--- config.mk ---
export PLATFORM = sky130hd
export DESIGN_NAME = nand_async_bus_latch
export DESIGN_NICKNAME = d
export VERILOG_FILES = /design/src/design/nand_bus_pkg.sv /design/src/design/nand_async_bus_latch.sv
export SDC_FILE = /design/constraint.sdc
export NUM_CORES = 1
export LEC_CHECK = 0
export ABC_AREA = 1
export ABC_CLOCK_PERIOD_IN_PS = 1500
export BUFFER_PORTS_ARGS = -buffer_cell sky130_fd_sc_hd__buf_4
export CELL_PAD_IN_SITES_DETAIL_PLACEMENT = 2
export CELL_PAD_IN_SITES_GLOBAL_PLACEMENT = 2
export CORE_MARGIN = 2
export CORE_UTILIZATION = 28
export CTS_BUF_LIST = sky130_fd_sc_hd__clkbuf_16
export DETAILED_ROUTE_END_ITERATION = 6
export GPL_TIMING_DRIVEN = 0
export HOLD_SLACK_MARGIN = 0.08
export PLACE_DENSITY = 0.89
export SYNTH_ARGS = -nofsm -noshare
export SYNTH_HDL_FRONTEND = slang
export SYNTH_SLANG_ARGS = --single-unit
--- constraint.sdc ---
create_clock -name clock -period 1.5 [get_ports clock]
set_input_delay 0.3 -clock clock [delete_from_list [all_inputs] [get_ports clock]]
set_output_delay 0.3 -clock clock [all_outputs]
set_load 0.02 [all_outputs]
--- src/design/nand_bus_pkg.sv ---
// constants, modes and carriers for the asynchronous nand bus front end
// assumes one clock domain; bus pins arrive already synchronous to it
package nand_bus_pkg;

	localparam int ADDR_CYCLES = 5;
	localparam int CYCLE_W = 3;
	localparam int COLUMN_W = 13;
	localparam int PAGE_W = 7;
	localparam int BLOCK_W = 11;
	localparam int ROW_W = PAGE_W + BLOCK_W;
	localparam int PAGE_BITS_IN_C3 = 7;
	localparam int PLANE_BIT_POS = 7;
	localparam int COL_HI_BITS = 5;
	localparam int BLK_HI_BITS = 2;

	localparam logic [7:0] CMD_READ_STATUS = 8'h70;
	localparam logic [7:0] CMD_SELECT_UNIT_STATUS = 8'h78;
	localparam logic [COLUMN_W-1:0] COLUMN_LIMIT = 13'h10E0;
	localparam logic [CYCLE_W-1:0] LAST_CYCLE = 3'h4;
	localparam logic [7:0] BYTE_RESET = 8'h00;

	typedef enum logic [6:0] {
		MODE_STANDBY = 7'h01,
		MODE_IDLE = 7'h02,
		MODE_COMMAND = 7'h04,
		MODE_ADDRESS = 7'h08,
		MODE_DATA_IN = 7'h10,
		MODE_DATA_OUT = 7'h20,
		MODE_UNDEFINED = 7'h40
	} mode_t;

	typedef struct packed {
		logic cmd_latch;
		logic addr_latch;
		logic write_strobe_n;
		logic read_strobe_n;
		logic [7:0] io;
	} bus_in_t;

	typedef struct packed {
		logic valid;
		logic [7:0] code;
	} cmd_t;

	typedef struct packed {
		logic [COLUMN_W-1:0] column_addr_bits;
		logic [PAGE_W-1:0] page_addr_bits;
		logic [BLOCK_W-1:0] block_bits;
		logic plane;
	} addr_t;

endpackage

--- src/design/nand_async_bus_latch.sv ---
// asynchronous bus front end of one nand target: mode decode, latching,
// address split, target enable and standby.
// assumes pins are synchronous to clock; array and cache logic lie outside.
`timescale 1ns/1ns
module nand_async_bus_latch #(
	parameter int TARGET_INDEX = 0,
	parameter int UNITS = 1
) (
	input wire logic clock,
	input wire logic reset_n,
	input wire logic chip_select_n,
	input wire logic second_chip_select_n,
	input wire nand_bus_pkg::bus_in_t bus,
	input wire logic write_protect_n,
	input wire logic [UNITS-1:0] unit_busy,
	input wire logic sync_mode,
	input wire logic cache_operation,
	input wire logic cache_program_busy,
	input wire logic [7:0] cache_rd_byte,
	input wire logic [7:0] status_byte,
	output logic [7:0] io_out,
	output logic io_oe,
	output logic dqs_out,
	output logic dqs_oe,
	output logic ready_busy_out,
	output logic ready_busy_oe,
	output nand_bus_pkg::mode_t bus_mode,
	output logic standby,
	output nand_bus_pkg::cmd_t cmd,
	output logic addr_byte_valid,
	output logic addr_done,
	output nand_bus_pkg::addr_t addr,
	output logic column_oob,
	output logic [nand_bus_pkg::ROW_W-1:0] row_addr,
	output logic [nand_bus_pkg::BLOCK_W-1:0] erase_block_addr,
	output logic [nand_bus_pkg::COLUMN_W-1:0] column_addr,
	output logic data_wr_valid,
	output logic [7:0] data_wr_byte,
	output logic data_rd_next,
	output logic program_erase_allowed,
	output logic regs_combined
);

	// own select only; second select serves the second die of a package
	wire logic select_n;
	assign select_n = (TARGET_INDEX == 0) ? chip_select_n : second_chip_select_n;

	wire logic any_busy;
	assign any_busy = |unit_busy;

	// previous strobe levels for edge detection
	logic we_prev_q;
	logic re_prev_q;

	wire logic we_rise;
	wire logic re_fall;
	assign we_rise = bus.write_strobe_n & ~we_prev_q;
	assign re_fall = ~bus.read_strobe_n & re_prev_q;

	// mode decode from the pin levels
	nand_bus_pkg::mode_t mode_now;
	always_comb begin
		if (select_n) begin
			mode_now = nand_bus_pkg::MODE_STANDBY;
		end else if (bus.write_strobe_n && bus.read_strobe_n && !we_rise) begin
			mode_now = nand_bus_pkg::MODE_IDLE;
		end else if (bus.cmd_latch && bus.addr_latch) begin
			mode_now = nand_bus_pkg::MODE_UNDEFINED;
		end else if (bus.cmd_latch) begin
			mode_now = nand_bus_pkg::MODE_COMMAND;
		end else if (bus.addr_latch) begin
			mode_now = nand_bus_pkg::MODE_ADDRESS;
		end else if (!bus.read_strobe_n && bus.write_strobe_n) begin
			mode_now = nand_bus_pkg::MODE_DATA_OUT;
		end else begin
			mode_now = nand_bus_pkg::MODE_DATA_IN;
		end
	end

	// write-side strobes are valid only with read strobe high
	wire logic wr_ok;
	assign wr_ok = ~select_n & we_rise & bus.read_strobe_n;

	wire logic cmd_edge;
	wire logic addr_edge;
	wire logic data_edge;
	assign cmd_edge = wr_ok & bus.cmd_latch & ~bus.addr_latch;
	assign addr_edge = wr_ok & bus.addr_latch & ~bus.cmd_latch;
	assign data_edge = wr_ok & ~bus.cmd_latch & ~bus.addr_latch;

	wire logic status_code;
	assign status_code = (bus.io == nand_bus_pkg::CMD_READ_STATUS) ||
		(bus.io == nand_bus_pkg::CMD_SELECT_UNIT_STATUS);

	wire logic cmd_take;
	assign cmd_take = cmd_edge & (~any_busy | status_code);

	logic sel_status_q;
	logic status_read_q;

	wire logic addr_take;
	assign addr_take = addr_edge & (~any_busy | sel_status_q);

	// a busy unit still takes data during a cached program
	wire logic data_take;
	assign data_take = data_edge & (~any_busy | cache_program_busy);

	// reads from cache wait for ready; status may be read while busy
	wire logic rd_take;
	assign rd_take = ~select_n & re_fall & bus.write_strobe_n &
		~bus.cmd_latch & ~bus.addr_latch & (~any_busy | status_read_q);

	// address cycle tracking
	logic [nand_bus_pkg::CYCLE_W-1:0] cycle_q;
	logic [nand_bus_pkg::CYCLE_W-1:0] cycle_d;
	logic [7:0] byte_q [nand_bus_pkg::ADDR_CYCLES];

	wire logic last_cycle;
	assign last_cycle = (cycle_q == nand_bus_pkg::LAST_CYCLE);

	// byte view that already holds the byte being taken, so the fields
	// settle in the same cycle as addr_done instead of one cycle later
	logic [7:0] byte_v [nand_bus_pkg::ADDR_CYCLES];
	always_comb begin
		for (int i = 0; i < nand_bus_pkg::ADDR_CYCLES; i++) begin
			byte_v[i] = byte_q[i];
		end
		if (addr_take) begin
			byte_v[cycle_q] = bus.io;
		end
	end

	always_comb begin
		cycle_d = cycle_q;
		if (cmd_take) begin
			cycle_d = '0;
		end else if (addr_take) begin
			cycle_d = last_cycle ? '0 : cycle_q + 3'h1;
		end
	end

	// the unused upper bits of cycles two and five are dropped, not checked
	wire logic [nand_bus_pkg::COLUMN_W-1:0] col_raw;
	assign col_raw = {byte_v[1][nand_bus_pkg::COL_HI_BITS-1:0], byte_v[0]};

	wire logic [nand_bus_pkg::COLUMN_W-1:0] col_eff;
	assign col_eff = {col_raw[nand_bus_pkg::COLUMN_W-1:1],
		col_raw[0] & ~sync_mode};

	wire logic [nand_bus_pkg::PAGE_W-1:0] page_raw;
	assign page_raw = byte_v[2][nand_bus_pkg::PAGE_BITS_IN_C3-1:0];

	wire logic [nand_bus_pkg::BLOCK_W-1:0] block_raw;
	assign block_raw = {byte_v[4][nand_bus_pkg::BLK_HI_BITS-1:0], byte_v[3],
		byte_v[2][nand_bus_pkg::PLANE_BIT_POS]};

	wire logic plane_raw;
	assign plane_raw = byte_v[2][nand_bus_pkg::PLANE_BIT_POS];

	// registered fields and addr_done both appear one cycle after the take
	logic addr_done_q;

	always_ff @(posedge clock or negedge reset_n) begin
		if (!reset_n) begin
			we_prev_q <= 1'b1;
			re_prev_q <= 1'b1;
			cycle_q <= '0;
		end else begin
			we_prev_q <= bus.write_strobe_n;
			re_prev_q <= bus.read_strobe_n;
			cycle_q <= cycle_d;
		end
	end

	always_ff @(posedge clock or negedge reset_n) begin
		if (!reset_n) begin
			for (int i = 0; i < nand_bus_pkg::ADDR_CYCLES; i++) begin
				byte_q[i] <= nand_bus_pkg::BYTE_RESET;
			end
		end else if (addr_take) begin
			byte_q[cycle_q] <= bus.io;
		end
	end

	// command register and status tracking
	always_ff @(posedge clock or negedge reset_n) begin
		if (!reset_n) begin
			cmd <= '0;
			sel_status_q <= 1'b0;
			status_read_q <= 1'b0;
		end else begin
			cmd.valid <= cmd_take;
			if (cmd_take) begin
				cmd.code <= bus.io;
				sel_status_q <= (bus.io == nand_bus_pkg::CMD_SELECT_UNIT_STATUS);
				status_read_q <= status_code;
			end
		end
	end

	// address outputs
	always_ff @(posedge clock or negedge reset_n) begin
		if (!reset_n) begin
			addr_byte_valid <= 1'b0;
			addr_done_q <= 1'b0;
		end else begin
			addr_byte_valid <= addr_take;
			addr_done_q <= addr_take & last_cycle;
		end
	end

	always_ff @(posedge clock or negedge reset_n) begin
		if (!reset_n) begin
			addr <= '0;
			column_oob <= 1'b0;
			row_addr <= '0;
			erase_block_addr <= '0;
			column_addr <= '0;
		end else begin
			addr.column_addr_bits <= col_eff;
			addr.page_addr_bits <= page_raw;
			addr.block_bits <= block_raw;
			addr.plane <= plane_raw;
			column_oob <= (col_raw >= nand_bus_pkg::COLUMN_LIMIT);
			row_addr <= {block_raw, page_raw};
			erase_block_addr <= block_raw;
			column_addr <= col_eff;
		end
	end

	assign addr_done = addr_done_q;

	// data input to cache, one byte per strobe
	always_ff @(posedge clock or negedge reset_n) begin
		if (!reset_n) begin
			data_wr_valid <= 1'b0;
			data_wr_byte <= nand_bus_pkg::BYTE_RESET;
		end else begin
			data_wr_valid <= data_take;
			if (data_take) begin
				data_wr_byte <= bus.io;
			end
		end
	end

	// data output: the byte stays on the bus until the strobe rises again,
	// so a slow host may still latch on that rising edge
	wire logic out_mode;
	assign out_mode = (mode_now == nand_bus_pkg::MODE_DATA_OUT);

	always_ff @(posedge clock or negedge reset_n) begin
		if (!reset_n) begin
			io_out <= nand_bus_pkg::BYTE_RESET;
			io_oe <= 1'b0;
			data_rd_next <= 1'b0;
		end else begin
			data_rd_next <= rd_take & ~status_read_q;
			if (rd_take) begin
				io_out <= status_read_q ? status_byte : cache_rd_byte;
				io_oe <= 1'b1;
			end else if (!out_mode) begin
				io_oe <= 1'b0;
			end
		end
	end

	// target state: standby waits for every unit to finish
	always_ff @(posedge clock or negedge reset_n) begin
		if (!reset_n) begin
			bus_mode <= nand_bus_pkg::MODE_STANDBY;
			standby <= 1'b0;
			ready_busy_oe <= 1'b0;
			program_erase_allowed <= 1'b0;
			regs_combined <= 1'b1;
		end else begin
			bus_mode <= mode_now;
			standby <= select_n & ~any_busy;
			ready_busy_oe <= any_busy;
			program_erase_allowed <= write_protect_n;
			regs_combined <= ~cache_operation;
		end
	end

	// open drain: only ever pulls low; the board pull-up shows ready
	assign ready_busy_out = 1'b0;

	// only the asynchronous interface exists here, so the strobe never drives
	assign dqs_out = 1'b0;
	assign dqs_oe = 1'b0;

endmodule

After elaboration in Yosys (flattened, before gate mapping)
Index checks and enable logic that the tools add are counted.
{"block": "word_totals", "reg_bits": 139, "inputBits": 37, "out_inout_bits": 119}
{"block": "op_classes", "n_addsub": 1, "magnitude_cmp": 3, "eq_ne": 5, "mux": 16, "n_bitwise": 36, "n_reduce_logical": 9}
{"operator": "bitwise mux 40 bit", "n": 1}
{"operator": "two-way mux 40 bit", "n": 1}
{"operator": "demux 8 bit (select 3 bit)", "n": 1}
{"operator": "AND 1 bit", "n": 22}
{"operator": "two-way mux 7 bit", "n": 3}
{"operator": "two-way mux 6 bit", "n": 3}
{"operator": "== test 8 x 7 -> 1 bit, second input constant", "n": 2}
{"operator": "two-way mux 8 bit", "n": 2}
{"operator": ">= comparator 13 bit, second input constant", "n": 1}
{"operator": "two-way mux 3 bit", "n": 3}
{"operator": "inverter 1 bit", "n": 9}
{"operator": "== test 7 x 6 -> 1 bit, second input constant", "n": 1}
{"operator": "logical AND 1 bit", "n": 5}
{"operator": ">= comparator 4 bit, second input constant", "n": 1}
{"operator": "< comparator 4 x 1 -> 1 bit, second input constant", "n": 1}
{"operator": "inverter 3 -> 4 bit", "n": 1}
{"operator": "bitwise OR 1 bit", "n": 4}
{"operator": "adder 3 x 1 -> 3 bit, second input constant", "n": 1}
{"operator": "== test 3 bit, second input constant", "n": 1}
{"operator": "logical NOT 1 bit", "n": 2}
{"operator": "two-way mux 1 bit", "n": 2}
{"operator": "!= test 2 bit, second input constant", "n": 1}
{"operator": "nonzero test 2 bit", "n": 1}
{"operator": "logical OR 1 bit", "n": 1}

Logic depth before layout (Yosys ltp)
Gate-level depths: netlist (run 1).
{"block": "logic_depth", "ltp_word": 11, "ltp_mapped": 10, "ltp_nobuf": 9}

Least setup slack after synthesis (run 1)
OpenSTA, ideal clock, no wires.
{"block": "synth_timing", "path_type": "flip-flop to flip-flop", "start": "reg we_prev_q", "end": "reg cmd[4] (netlist bit)", "setup_ns": 0.128, "arrival_ns": 1.198, "path_slack_ns": 0.175, "path_stages_with_launch": 8, "path_buffers": 1, "path_cell_list": "dfstp_2 -> nor2_1 -> nand2_2 -> nor2_1 -> nand3_2 -> nand2_4 -> buf_6 -> a21oi_1"}
{"block": "synth_via", "elab_chain_cells": 7}
{"item": "start: declaration", "line": "nand_async_bus_latch.sv:52", "text": "logic we_prev_q;"}
{"item": "start signal: assignment", "line": "nand_async_bus_latch.sv:169", "text": "we_prev_q <= bus.write_strobe_n;"}
{"item": "inverter 1 bit", "line": "nand_async_bus_latch.sv:57", "text": "assign we_rise = bus.write_strobe_n & ~we_prev_q;"}
{"item": "AND 1 bit", "line": "nand_async_bus_latch.sv:57"}
{"item": "AND 1 bit (2 in a row)", "line": "nand_async_bus_latch.sv:82", "text": "assign wr_ok = ~select_n & we_rise & bus.read_strobe_n;"}
{"item": "AND 1 bit (2 in a row)", "line": "nand_async_bus_latch.sv:87", "text": "assign cmd_edge = wr_ok & bus.cmd_latch & ~bus.addr_latch;"}
{"item": "AND 1 bit", "line": "nand_async_bus_latch.sv:96", "text": "assign cmd_take = cmd_edge & (~any_busy | status_code);"}
{"item": "via cmd_take", "line": "nand_async_bus_latch.sv:95", "text": "wire logic cmd_take;"}
{"item": "end: declaration", "line": "nand_async_bus_latch.sv:29", "text": "output nand_bus_pkg::cmd_t cmd,"}
The timed path passes the listed nets, and every way through them passes these cells.
A chain may end at the register's enable or synchronous reset.

Worst setup path after layout (run 1)
{"block": "layout_timing", "start": "reg we_prev_q", "end": "reg column_oob"}
{"block": "layout_via", "elab_chain_cells": 9}
{"item": "inverter 1 bit", "line": "nand_async_bus_latch.sv:57"}
{"item": "AND 1 bit", "line": "nand_async_bus_latch.sv:57"}
{"item": "AND 1 bit (2 in a row)", "line": "nand_async_bus_latch.sv:82"}
{"item": "AND 1 bit (2 in a row)", "line": "nand_async_bus_latch.sv:88", "text": "assign addr_edge = wr_ok & bus.addr_latch & ~bus.cmd_latch;"}
{"item": "AND 1 bit", "line": "nand_async_bus_latch.sv:102", "text": "assign addr_take = addr_edge & (~any_busy | sel_status_q);"}
{"item": "via addr_take", "line": "nand_async_bus_latch.sv:101", "text": "wire logic addr_take;"}
{"item": "two-way mux 40 bit"}
{"item": ">= comparator 13 bit", "line": "nand_async_bus_latch.sv:224", "text": "column_oob <= (col_raw >= nand_bus_pkg::COLUMN_LIMIT);"}
{"item": "end signal: assignment", "line": "nand_async_bus_latch.sv:224"}
{"item": "end: declaration", "line": "nand_async_bus_latch.sv:33", "text": "output logic column_oob,"}
The timed path passes the listed nets, and every way through them passes these cells.

==> results of run 1 <==
## state kept, by name, indices dropped and copies added, names as in the netlist
signal / flops
cmd: 9
ready_busy_oe: 1
re_prev_q: 1
io_out: 8
io_oe: 1
byte_q: 3
column_oob: 1
standby: 1
column_addr: 12
sel_status_q: 1
addr_byte_valid: 1
erase_block_addr: 10
addr_done: 1
row_addr: 7
data_wr_valid: 1
data_rd_next: 1
regs_combined: 1
program_erase_allowed: 1
status_read_q: 1
data_wr_byte: 8
we_prev_q: 1
cycle_q: 3
bus_mode: 7
## synthesized netlist by cell type
master and count:
sky130_fd_sc_hd__nand3_4 1, sky130_fd_sc_hd__nor3_2 1, sky130_fd_sc_hd__o21ai_2 9, sky130_fd_sc_hd__a21oi_1 10, sky130_fd_sc_hd__buf_4 76, sky130_fd_sc_hd__conb_1 1
sky130_fd_sc_hd__a31oi_1 8, sky130_fd_sc_hd__nor3_1 3, sky130_fd_sc_hd__dfstp_2 4, sky130_fd_sc_hd__nor2_1 35, sky130_fd_sc_hd__clkbuf_1 1, sky130_fd_sc_hd__ha_1 2
sky130_fd_sc_hd__clkinv_1 1, sky130_fd_sc_hd__o21ai_0 27, sky130_fd_sc_hd__nor4_1 1, sky130_fd_sc_hd__nor2_2 3, sky130_fd_sc_hd__nand3_1 10, sky130_fd_sc_hd__nand2_4 2
sky130_fd_sc_hd__nor3_4 1, sky130_fd_sc_hd__nand2_1 83, sky130_fd_sc_hd__a211oi_2 1, sky130_fd_sc_hd__nand3_2 2, sky130_fd_sc_hd__buf_6 4, sky130_fd_sc_hd__nand4_1 3
sky130_fd_sc_hd__inv_2 6, sky130_fd_sc_hd__inv_1 37, sky130_fd_sc_hd__buf_2 3, sky130_fd_sc_hd__dfrtp_1 77, sky130_fd_sc_hd__o22ai_1 1, sky130_fd_sc_hd__nand4_2 1
sky130_fd_sc_hd__nand2_2 4, sky130_fd_sc_hd__xnor2_1 1, sky130_fd_sc_hd__nor2_4 3
## area by class of cell
type | count | area, µm²
Timing Repair Buffer | 176 | 1390
Clock buffer | 9 | 225
Clock inverter | 7 | 78.8
Buffer | 84 | 666
Sequential cell | 81 | 2040
Multi-Input combinational cell | 215 | 1270
Fill cell | 1498 | 7720
Tap cell | 180 | 225
Inverter | 44 | 166
## power breakdown
group | switching, mW | leakage (nW) | internal (mW)
registers | 0.261 | 1.02 | 2.47
logic | 1.26 | 2.06 | 1.02
clock network | 0.959 | 0.150 | 1.31
## kinds of logic after synthesis
family                   after synthesis  share of synthesized area
AO/OA/AOI/OAI                         56                     0.0851
XOR/XNOR                               1                    0.00224
adder cells (fa/ha/maj)                2                    0.00640
buffers and inverters                128                      0.204
flip-flops                            81                      0.520
other                                  1                   0.000959
AND/OR/NAND/NOR                      153                      0.181
## layer usage
metal | part of all wire | vias to the layer above | GRT usage
met5 | 0 | - | 0
met4 | 0.015 | 0 | 0.0532
met3 | 0.055 | 16 | 0.0412
met2 | 0.54 | 111 | 0.332
met1 | 0.39 | 1735 | 0.195
li1 | - | 1628 | -
## how the worst max path moves through the flow
stage                   start         end  cells past startpoint
floorplan           we_prev_q      cmd[4]                      7
global placement       bus[4]      cmd[3]                      7
detailed placement     bus[4]      cmd[1]                      7
CTS                 we_prev_q  column_oob                      9
global route        we_prev_q  column_oob                      9
finish              we_prev_q  column_oob                      9
## per-stage QoR
step                hold slack (ns)  area [µm²]  total power, mW
CTS                          0.0810        5730             7.20
finish                       0.0958        6060             7.28
detailed placement            0.414        5280             4.81
global placement              0.411        5280             4.68
floorplan                   0.00441        3920             3.89
global route                 0.0798        6060             7.65
## worst register-to-register path, delay by kind of cell, from the launching register on
family          cells  cell delay, ns
flops               1            0.38
buf+inv             1            0.17
simple gates        7            0.81
compound gates      1            0.06
## timing repair
item	CTS	global route
pin swaps	6	22
resized for setup	18	60
endpoints found under the setup margin	37	39
cloned	1	3
buffers inserted	6	11
hold buffers	4	0
hold endpoints to repair	4	0
==> metrics.md, run 1 <==
| Metric | Value |
|---|---|
| Class of the most critical setup path | `flip-flop to flip-flop` |
| CTS tree | `built` |
| Violated checks | `setup timing` |
| Worst flop-to-flop path endpoint | `column_oob` |
| Pin count of the biggest net entering global routing | `a little over 80` |
| Die width | `between 100 and 150 µm` |
| Global placement routability congestion | `between 0.7 and 0.8` |
| Final layout net count | `650` |
| Number of iterations in the first detailed-routing pass | `4` |
| # DRC | `0` |
| Element type at the critical path end | `flip-flop` |
| Cell taking the most area after synthesis | `sky130_fd_sc_hd__dfrtp_1` |
| CTS root buffer | `sky130_fd_sc_hd__clkbuf_16` |
| Slack of the critical path | `-0.0396 ns` |
| Reg-to-reg setup timing slack | `-0.04 ns` |
| Post-synth design cell area | `3910 µm²` |
| Number of buffers added on ports | `between 150 and 200` |
| CP bufs+invs | `1` |
| Maximum clock rate | `650 MHz` |
| Area share of the largest cell type after synthesis | `0.493` |
| Number of clock sinks | `81` |
| H-tree Lvls | `3` |
| Cell-by-cell trace of the critical path | `nor2_2 > nand2_2 > nor2_4 > buf_6 > nand3_1 > nand2_1 > nand2_1 > nor2_2 > a21oi_2` |
| Required time of the worst setup path | `between 1.5 and 2 ns` |
| Peak supply drop | `~0.60 mV` |
| Worst-path cell with the longest stage delay | `sky130_fd_sc_hd__dfstp_2` |
| Critical Path Max Stage Delay | `roughly 0.38 ns` |
| Pwr dens | `about 1200 nW/µm²` |
| Core outline area | `between 10000 and 15000 µm²` |
| Die Y-Extent | `around 120 µm` |
| Max-slew violation count | `0` |
| Path depth of the worst reg2reg path | `9` |
| Final Hold Fails | `0` |
| Final sum of negative setup slack | `-0.0396 ns` |
| Hold Path Class | `primary input to flip-flop` |
| Flip-flop and latch count after synthesis | `81` |
| Wire length reported by the detailed router | `roughly 14000 µm` |
| Final design utilization | `0.440` |
| Total via count after detailed routing | `between 3000 and 4000` |
| Total of endpoints with negative setup slack in the final report | `1` |
| Pre-CTS setup slack | `-0.267 ns` |
| Number of buffers created by CTS | `9` |
| Cells after synthesis | `between 400 and 500` |
| Final std cells w/o fill | `796` |
| Layout overhead on the synthesized area | `54.9%` |
| Initial cell density of the core | `0.284` |
| Final ANT Viol Nets | `0` |
| Final Skew | `about 0.009 ns` |
| Status | `finished with violations` |
| Antenna violations before repair | `0` |
| Ports | `156` |
| Leading post-synthesis cells by cell area | `sky130_fd_sc_hd__dfrtp_1 49%, sky130_fd_sc_hd__buf_4 15%, sky130_fd_sc_hd__nand2_1 8.0%` |
| Floorplan die area | `~15000 µm²` |
| Detailed placement HPWL | `about 9500 µm` |
| Residual overflow from global routing | `0` |
| Synthesized area divided by synthesized cell count | `9.27 µm²` |
| Largest delay share family, worst path | `simple AND/OR/NAND/NOR gates` |
| Share of the clock period used by the worst path | `1.03` |
| Type of origin of the critical path | `flip-flop` |
| Distinct cells, synth | `33` |
| WHS Endpoint | `bus_mode[0]` |
| Max Root-Sink Buffers | `2` |
| Slew at the pin closest to its max-slew limit | `between 1 and 1.5 ns` |
| Number of standard-cell rows in the floorplan | `43` |
| Min Tclk post-route | `roughly 1.5 ns` |
| Worst r2r src | `we_prev_q` |
| Data arrival at the endpoint of the critical path | `between 1.5 and 2 ns` |
| Placed cell count | `about 760` |
| Clock latency on the worst-skew pair | `0.34 ns` |
| Max-cap viol count | `0` |
| Static leakage power | `about 3.2 nW` |
| First-pass GRT wire length | `roughly 20000 µm` |
| Maximum fanout along the worst path | `5` |
| Worst rel slew slack | `0.302` |
| Commonest non-fill, non-tap cells in the layout | `241 x sky130_fd_sc_hd__buf_4, 74 x sky130_fd_sc_hd__dfrtp_1, 73 x sky130_fd_sc_hd__nand2_1` |
| Number of cells traversed by the worst hold path | `1` |
| Setup repair after global routing missed its margin | `yes` |
| Via count of the first global-routing pass | `around 3800` |
| Starting DRC count in detailed routing | `119` |
| Hold Path Origin | `chip_select_n` |
| GRT Total Usage | `0.176` |
| Portion of the post-synthesis area used by sequential elements | `0.520` |
| Most common library cell in the layout ignoring fill and taps | `sky130_fd_sc_hd__buf_4` |
| Warnings, synthesis | `0` |
| Share of post-route cells with drive strength above 1 | `0.567` |
| Clock transition at the registers of the reported paths | `about 0.060 ns` |
| Vias per std cell | `between 4 and 5` |
| Number of diodes | `0` |
| Detailed-route wire length per cell | `roughly 17 µm` |
Note: power is estimated with default switching activity, not from simulation.
==> inputs of run 2 (changes only) <==
==> constraint.sdc (replaced) <==
create_clock -name clock -period 1.5 [get_ports clock]
set_input_delay 0.075 -clock clock [delete_from_list [all_inputs] [get_ports clock]]
set_output_delay 0.075 -clock clock [all_outputs]
set_load 0.02 [all_outputs]
==> metrics.md, run 2 (synthesis results as in run 1) <==
| Metric | Value |
|---|---|
| Clock transition at the registers of the reported paths | `0.07 ns (was 0.06 ns)` |
| H-tree Lvls | `3 (unchanged)` |
| Int Pwr | `4.84 mW (was 4.80 mW)` |
| Launch point of the worst path | `cycle_q[0] (was we_prev_q)` |
| Data arrival at the endpoint of the critical path | `1.77 ns (about the same)` |
| Clock latency on the worst-skew pair | `0.34 ns (about the same)` |
| Share of the clock period used by the worst path | `1.01 (was 1.03)` |
| Required time of the worst setup path | `1.75 ns (was 1.73 ns)` |
| Max Root-Sink Buffers | `2 (unchanged)` |
| Via count of the first global-routing pass | `4028 (was 3794)` |
| Setup repair after global routing missed its margin | `yes (unchanged)` |
| Layout overhead on the synthesized area | `60.9% (was 54.9%)` |
| Min Tclk post-route | `1.52 ns (was 1.54 ns)` |
| Final Skew | `0.00782 ns (was 0.00894 ns)` |
| Floorplan die area | `14900 µm² (unchanged)` |
| Slack of the critical path | `-0.0217 ns (was -0.0396 ns)` |
| Switch Pwr | `2.51 mW (was 2.48 mW)` |
| Number of diodes | `0 (unchanged)` |
| Total via count after detailed routing | `3583 (was 3490)` |
| Top register by number of flip-flops | `column_addr (unchanged)` |
| Initial cell density of the core | `0.284 (unchanged)` |
| Biggest registers after layout | `column_addr: 12 flops, erase_block_addr: 10 flops, cmd: 9 flops (unchanged)` |
| Core outline area | `13800 µm² (unchanged)` |
| Hold Path Origin | `chip_select_n (unchanged)` |
| Number of buffers added on ports | `151 (unchanged)` |
| Path depth of the worst reg2reg path | `7 (was 9)` |
| Worst r2r src | `cycle_q[0] (was we_prev_q)` |
| Switching Fraction | `0.342 (was 0.341)` |
| Max FFs per register | `12 (unchanged)` |
| Pre-CTS setup slack | `-0.165 ns (was -0.267 ns)` |
| Final layout net count | `672 (was 650)` |
| Filler instances | `1479 (was 1498)` |
| Die Y-Extent | `122 µm (unchanged)` |
| Max-slew violation count | `0 (unchanged)` |
| Detailed-route wire length per cell | `17.9 µm (was 17.2 µm)` |
| Most common library cell in the layout ignoring fill and taps | `sky130_fd_sc_hd__buf_4 (unchanged)` |
| CTS tree | `built (unchanged)` |
| Peak supply drop | `0.438 mV (was 0.600 mV)` |
| Violated checks | `setup timing (unchanged)` |
| Hold Path Class | `primary input to flip-flop (unchanged)` |
| Pin count of the biggest net entering global routing | `82 (unchanged)` |
| Vias per std cell | `4.38 (about the same)` |
| Total of endpoints with negative setup slack in the final report | `2 (was 1)` |
| Final design utilization | `0.457 (was 0.440)` |
| First-pass GRT wire length | `21400 µm (was 20100 µm)` |
| Capture point of the worst path | `cycle_q[1] (was column_oob)` |
| Worst rel slew slack | `0.302 (about the same)` |
| Number of buffers created by CTS | `9 (unchanged)` |
| Reg-to-reg setup timing slack | `-0.02 ns (was -0.04 ns)` |
| Worst flop-to-flop path endpoint | `cycle_q[1] (was column_oob)` |
| Final std cells w/o fill | `818 (was 796)` |
| Sequential power share | `0.372 (was 0.375)` |
| Element type at the critical path end | `flip-flop (unchanged)` |
| Number of standard-cell rows in the floorplan | `43 (unchanged)` |
| Global placement routability congestion | `0.751 (unchanged)` |
| Maximum clock rate | `657 MHz (was 650 MHz)` |
| Starting DRC count in detailed routing | `89 (was 119)` |
| Commonest non-fill, non-tap cells in the layout | `241 x sky130_fd_sc_hd__buf_4, 74 x sky130_fd_sc_hd__nand2_1, 74 x sky130_fd_sc_hd__dfrtp_1 (was 241 x sky130_fd_sc_hd__buf_4, 74 x sky130_fd_sc_hd__dfrtp_1, 73 x sky130_fd_sc_hd__nand2_1)` |
| Number of iterations in the first detailed-routing pass | `4 (unchanged)` |
| Placed cell count | `755 (unchanged)` |
| Residual overflow from global routing | `0 (unchanged)` |
| Comb power frac | `0.320 (was 0.313)` |
| Die width | `122 µm (unchanged)` |
| Detailed placement HPWL | `9550 µm (unchanged)` |
| Max-cap viol count | `0 (unchanged)` |
| Slew at the pin closest to its max-slew limit | `1.05 ns (about the same)` |
| Type of origin of the critical path | `flip-flop (unchanged)` |
| Class of the most critical setup path | `flip-flop to flip-flop (unchanged)` |
| Status | `finished with violations (unchanged)` |
| Static leakage power | `3.33 nW (was 3.23 nW)` |
| Share of post-route cells with drive strength above 1 | `0.544 (was 0.567)` |
| Final worst hold slack | `0.0871 ns (was 0.0958 ns)` |
| Ports | `156 (unchanged)` |
| Maximum fanout along the worst path | `6 (was 5)` |
| Final ANT Viol Nets | `0 (unchanged)` |
| Pwr dens | `1170 nW/µm² (was 1200 nW/µm²)` |
| Antenna violations before repair | `0 (unchanged)` |
| CTS root buffer | `sky130_fd_sc_hd__clkbuf_16 (unchanged)` |
| Number of cells traversed by the worst hold path | `4 (was 1)` |
| Final sum of negative setup slack | `-0.0387 ns (was -0.0396 ns)` |
| Number of clock sinks | `81 (unchanged)` |
| GRT Total Usage | `0.189 (was 0.176)` |
| Part of the power in the clock network | `0.308 (was 0.311)` |
| Final Hold Fails | `0 (unchanged)` |
| # DRC | `0 (unchanged)` |
| Wire length reported by the detailed router | `14700 µm (was 13700 µm)` |
## run 2: cell types whose count changed in the layout (fill, tap and decap cells not counted), sizes merged
| cell | delta |
|---|---|
| buf | -1 |
| dlygate4sd3 | +24 |
| clkbuf | -1 |
## run 2: what timing repair did
action	in CTS	in global routing
buffers inserted	6	10
pin swaps	6	21
hold buffers	28	0
endpoints found under the setup margin	37	49
cloned	1	2
gates resized for setup	18	61
endpoints found under the hold margin	96	0
## run 2: worst min-delay path by stage
stage                                 end  slack, ns
finish                      data_wr_valid       0.09
global placement    program_erase_allowed       0.19
global route                data_wr_valid       0.09
floorplan                 addr_byte_valid      -0.22
CTS                           bus_mode[4]       0.08
detailed placement  program_erase_allowed       0.19
## run 2: power groups by stage
| stage | clock network [mW] | logic [mW] | registers [mW] |
|---|---|---|---|
| final | 2.27 | 2.35 | 2.73 |
| after global placement | 0 | 1.96 | 2.72 |
| after detailed placement | 0 | 2.07 | 2.74 |
| after global routing | 2.42 | 2.52 | 2.77 |
| after CTS | 2.32 | 2.21 | 2.71 |
| after floorplan | 0 | 1.01 | 2.88 |
## run 2: metal layers
layer  wire length (µm)  track usage
met5                  0            0
met4                299       0.0517
met3                761       0.0421
met2               8210        0.372
met1               5390        0.199
## run 2: final cells by class
cell class,instances,area [µm²],area share
Inverter,44,166,0.0264
Clock buffer,9,225,0.0358
Sequential cell,81,2040,0.323
Timing Repair Buffer,198,1610,0.256
Tap cell,180,225,0.0358
Clock inverter,7,78.8,0.0125
Buffer,84,664,0.106
Multi-Input combinational cell,215,1290,0.205
## run 2: through the flow
stage          instance area (µm²)  power (mW)
3_5_place_dp                  5280        4.81
3_3_place_gp                  5280        4.68
6_report                      6290        7.35
2_1_floorplan                 3920        3.89
5_1_grt                       6290        7.72
4_1_cts                       5970        7.25
## run 2: worst max-delay path: stages (launching register included)
cell and delay (ns):
sky130_fd_sc_hd__dfrtp_2 0.47, sky130_fd_sc_hd__inv_2 0.12, sky130_fd_sc_hd__ha_1 0.22, sky130_fd_sc_hd__nand2_1 0.13, sky130_fd_sc_hd__inv_1 0.08, sky130_fd_sc_hd__nor2_1 0.15
sky130_fd_sc_hd__nand4_1 0.16, sky130_fd_sc_hd__o21ai_0 0.11
==> inputs of run 3 (changes only) <==
- CELL_PAD_IN_SITES_DETAIL_PLACEMENT: 2 -> unset
- CELL_PAD_IN_SITES_GLOBAL_PLACEMENT: 2 -> unset
- CORE_UTILIZATION: 28 -> 49
- PLACE_DENSITY: 0.89 -> 0.9
==> metrics.md, run 3 (synthesis results as in run 1) <==
| Metric | Value |
|---|---|
| Status | `complete, no violations (was finished with violations)` |
| Final worst hold slack | `0.0867 ns (was 0.0871 ns)` |
| Clock latency on the worst-skew pair | `0.33 ns (was 0.34 ns)` |
| Min Tclk post-route | `1.47 ns (was 1.52 ns)` |
| Number of standard-cell rows in the floorplan | `32 (was 43)` |
| Type of origin of the critical path | `flip-flop (unchanged)` |
| Total via count after detailed routing | `3569 (was 3583)` |
| Biggest registers after layout | `column_addr: 12 flops, erase_block_addr: 10 flops, cmd: 9 flops (unchanged)` |
| Global placement routability congestion | `0.817 (was 0.751)` |
| Maximum clock rate | `681 MHz (was 657 MHz)` |
| Number of buffers added on ports | `151 (unchanged)` |
| Maximum fanout along the worst path | `5 (was 6)` |
| Commonest non-fill, non-tap cells in the layout | `243 x sky130_fd_sc_hd__buf_4, 76 x sky130_fd_sc_hd__nand2_1, 74 x sky130_fd_sc_hd__dfrtp_1 (was 241 x sky130_fd_sc_hd__buf_4, 74 x sky130_fd_sc_hd__nand2_1, 74 x sky130_fd_sc_hd__dfrtp_1)` |
| Number of cells traversed by the worst hold path | `3 (was 4)` |
| Pwr dens | `1170 nW/µm² (about the same)` |
| Path depth of the worst reg2reg path | `9 (was 7)` |
| # DRC | `0 (unchanged)` |
| Number of diodes | `0 (unchanged)` |
| Busiest layer in global routing | `met2 (unchanged)` |
| Residual overflow from global routing | `0 (unchanged)` |
| First-pass GRT wire length | `16500 µm (was 21400 µm)` |
| Floorplan die area | `8710 µm² (was 14900 µm²)` |
| Worst r2r src | `we_prev_q (was cycle_q[0])` |
| Vias per std cell | `4.82 (was 4.38)` |
| Final Hold Fails | `0 (unchanged)` |
| Number of iterations in the first detailed-routing pass | `5 (was 4)` |
| Detailed-route wire length per cell | `15.0 µm (was 17.9 µm)` |
| Required time of the worst setup path | `1.72 ns (was 1.75 ns)` |
| Layout overhead on the synthesized area | `54.6% (was 60.9%)` |
| Die Y-Extent | `93.3 µm (was 122 µm)` |
| Data arrival at the endpoint of the critical path | `1.69 ns (was 1.77 ns)` |
| Antenna violations before repair | `0 (unchanged)` |
| Detailed placement HPWL | `7140 µm (was 9550 µm)` |
| Final layout net count | `673 (was 672)` |
| WHS Endpoint | `byte_q[32] (was data_wr_valid)` |
| Final Skew | `0.00525 ns (was 0.00782 ns)` |
| Class of the most critical setup path | `flip-flop to flip-flop (unchanged)` |
| Share of post-route cells with drive strength above 1 | `0.512 (was 0.544)` |
| Via count of the first global-routing pass | `3503 (was 4028)` |
| Setup repair after global routing missed its margin | `yes (unchanged)` |
| Hold Path Class | `primary input to flip-flop (unchanged)` |
| H-tree Lvls | `3 (unchanged)` |
| Top register by number of flip-flops | `column_addr (unchanged)` |
| CTS tree | `built (unchanged)` |
| Clock transition at the registers of the reported paths | `0.06 ns (was 0.07 ns)` |
| Max FFs per register | `12 (unchanged)` |
| Ports | `156 (unchanged)` |
| Reg-to-reg setup timing slack | `0.03 ns (was -0.02 ns)` |
| Slew at the pin closest to its max-slew limit | `1.01 ns (was 1.05 ns)` |
| Worst rel slew slack | `0.324 (was 0.302)` |
| Element type at the critical path end | `flip-flop (unchanged)` |
| Wire length reported by the detailed router | `11100 µm (was 14700 µm)` |
| Final ANT Viol Nets | `0 (unchanged)` |
| Max-slew violation count | `0 (unchanged)` |
| Worst flop-to-flop path endpoint | `column_oob (was cycle_q[1])` |
| GRT Total Usage | `0.246 (was 0.189)` |
| Initial cell density of the core | `0.506 (was 0.284)` |
| Met1 routing resource usage after global routing | `0.277 (was 0.199)` |
| Die width | `93.3 µm (was 122 µm)` |
| Max Root-Sink Buffers | `2 (unchanged)` |
| Hold Path Origin | `bus[0] (was chip_select_n)` |
| Peak supply drop | `0.867 mV (was 0.438 mV)` |
| Max-cap viol count | `0 (unchanged)` |
| Met2 GRT Util | `0.446 (was 0.372)` |
| Pin count of the biggest net entering global routing | `82 (unchanged)` |
| GR met3 Demand/Resource | `0.0596 (was 0.0421)` |
| Total of endpoints with negative setup slack in the final report | `0 (was 2)` |
| Number of buffers created by CTS | `9 (unchanged)` |
| Static leakage power | `3.28 nW (was 3.33 nW)` |
| Core outline area | `7730 µm² (was 13800 µm²)` |
| Final design utilization | `0.783 (was 0.457)` |
| Number of clock sinks | `81 (unchanged)` |
| Share of the clock period used by the worst path | `0.978 (was 1.01)` |
| Starting DRC count in detailed routing | `301 (was 89)` |
| Most common library cell in the layout ignoring fill and taps | `sky130_fd_sc_hd__buf_4 (unchanged)` |
| CTS root buffer | `sky130_fd_sc_hd__clkbuf_16 (unchanged)` |
## run 3: layout make-up
class | count | area (µm²)
Sequential cell | 81 | 2040
Inverter | 44 | 171
Clock buffer | 9 | 225
Fill cell | 464 | 1680
Multi-Input combinational cell | 215 | 1180
Buffer | 84 | 644
Clock inverter | 7 | 70.1
Tap cell | 102 | 128
Timing Repair Buffer | 199 | 1590
## run 3: repair_timing
item | CTS | global route
hold buffers | 32 | 1
buffers inserted | 4 | 11
cloned | 0 | 2
pin swaps | 2 | 16
endpoints found under the setup margin | 9 | 59
hold endpoints to repair | 99 | 1
gates resized for setup | 2 | 43
## run 3: critical path, cell delays in order (launching register included)
cell	delay (ns)
sky130_fd_sc_hd__dfstp_2	0.39
sky130_fd_sc_hd__nor2_4	0.11
sky130_fd_sc_hd__nand2_4	0.09
sky130_fd_sc_hd__nor2_4	0.17
sky130_fd_sc_hd__buf_6	0.15
sky130_fd_sc_hd__nand3_1	0.07
sky130_fd_sc_hd__nand2_1	0.11
sky130_fd_sc_hd__nand2_1	0.06
sky130_fd_sc_hd__nor2_1	0.13
sky130_fd_sc_hd__a21oi_2	0.07
## run 3: worst max-delay path by stage
stage               startpoint           to  slack [ns]  depth (start not counted)
global route         we_prev_q       cmd[1]       -0.04                          7
global placement     we_prev_q       cmd[3]     -0.0007                          7
floorplan            we_prev_q       cmd[4]        0.17                          7
CTS                  we_prev_q  row_addr[5]       0.007                          9
detailed placement   we_prev_q       cmd[1]       -0.07                          7
finish               we_prev_q   column_oob        0.03                          9
## run 3: routing by layer
| layer | part of all wire | vias to the layer above |
|---|---|---|
| li1 | - | 1673 |
| met1 | 0.37 | 1697 |
| met2 | 0.52 | 171 |
| met3 | 0.079 | 28 |
| met4 | 0.027 | 0 |
| met5 | 0 | - |
## run 3: where the power goes
part	switching (mW)	total, mW	internal, mW
combinational	1.18	2.19	1.00
clock	0.897	2.18	1.29
sequential	0.240	2.71	2.47
## run 3: per-stage QoR
stage	instances	setup WS [ns]	cell area [µm²]	total power [mW]	TNS (ns)
2_1_floorplan	424	0.175	3920	3.89	0
3_3_place_gp	677	-0.000665	5180	4.63	-0.000665
3_5_place_dp	677	-0.0737	5180	4.71	-0.338
4_1_cts	729	0.00696	5840	6.93	0
5_1_grt	741	-0.0402	6050	7.35	-0.324
6_report	741	0.0324	6050	7.08	0
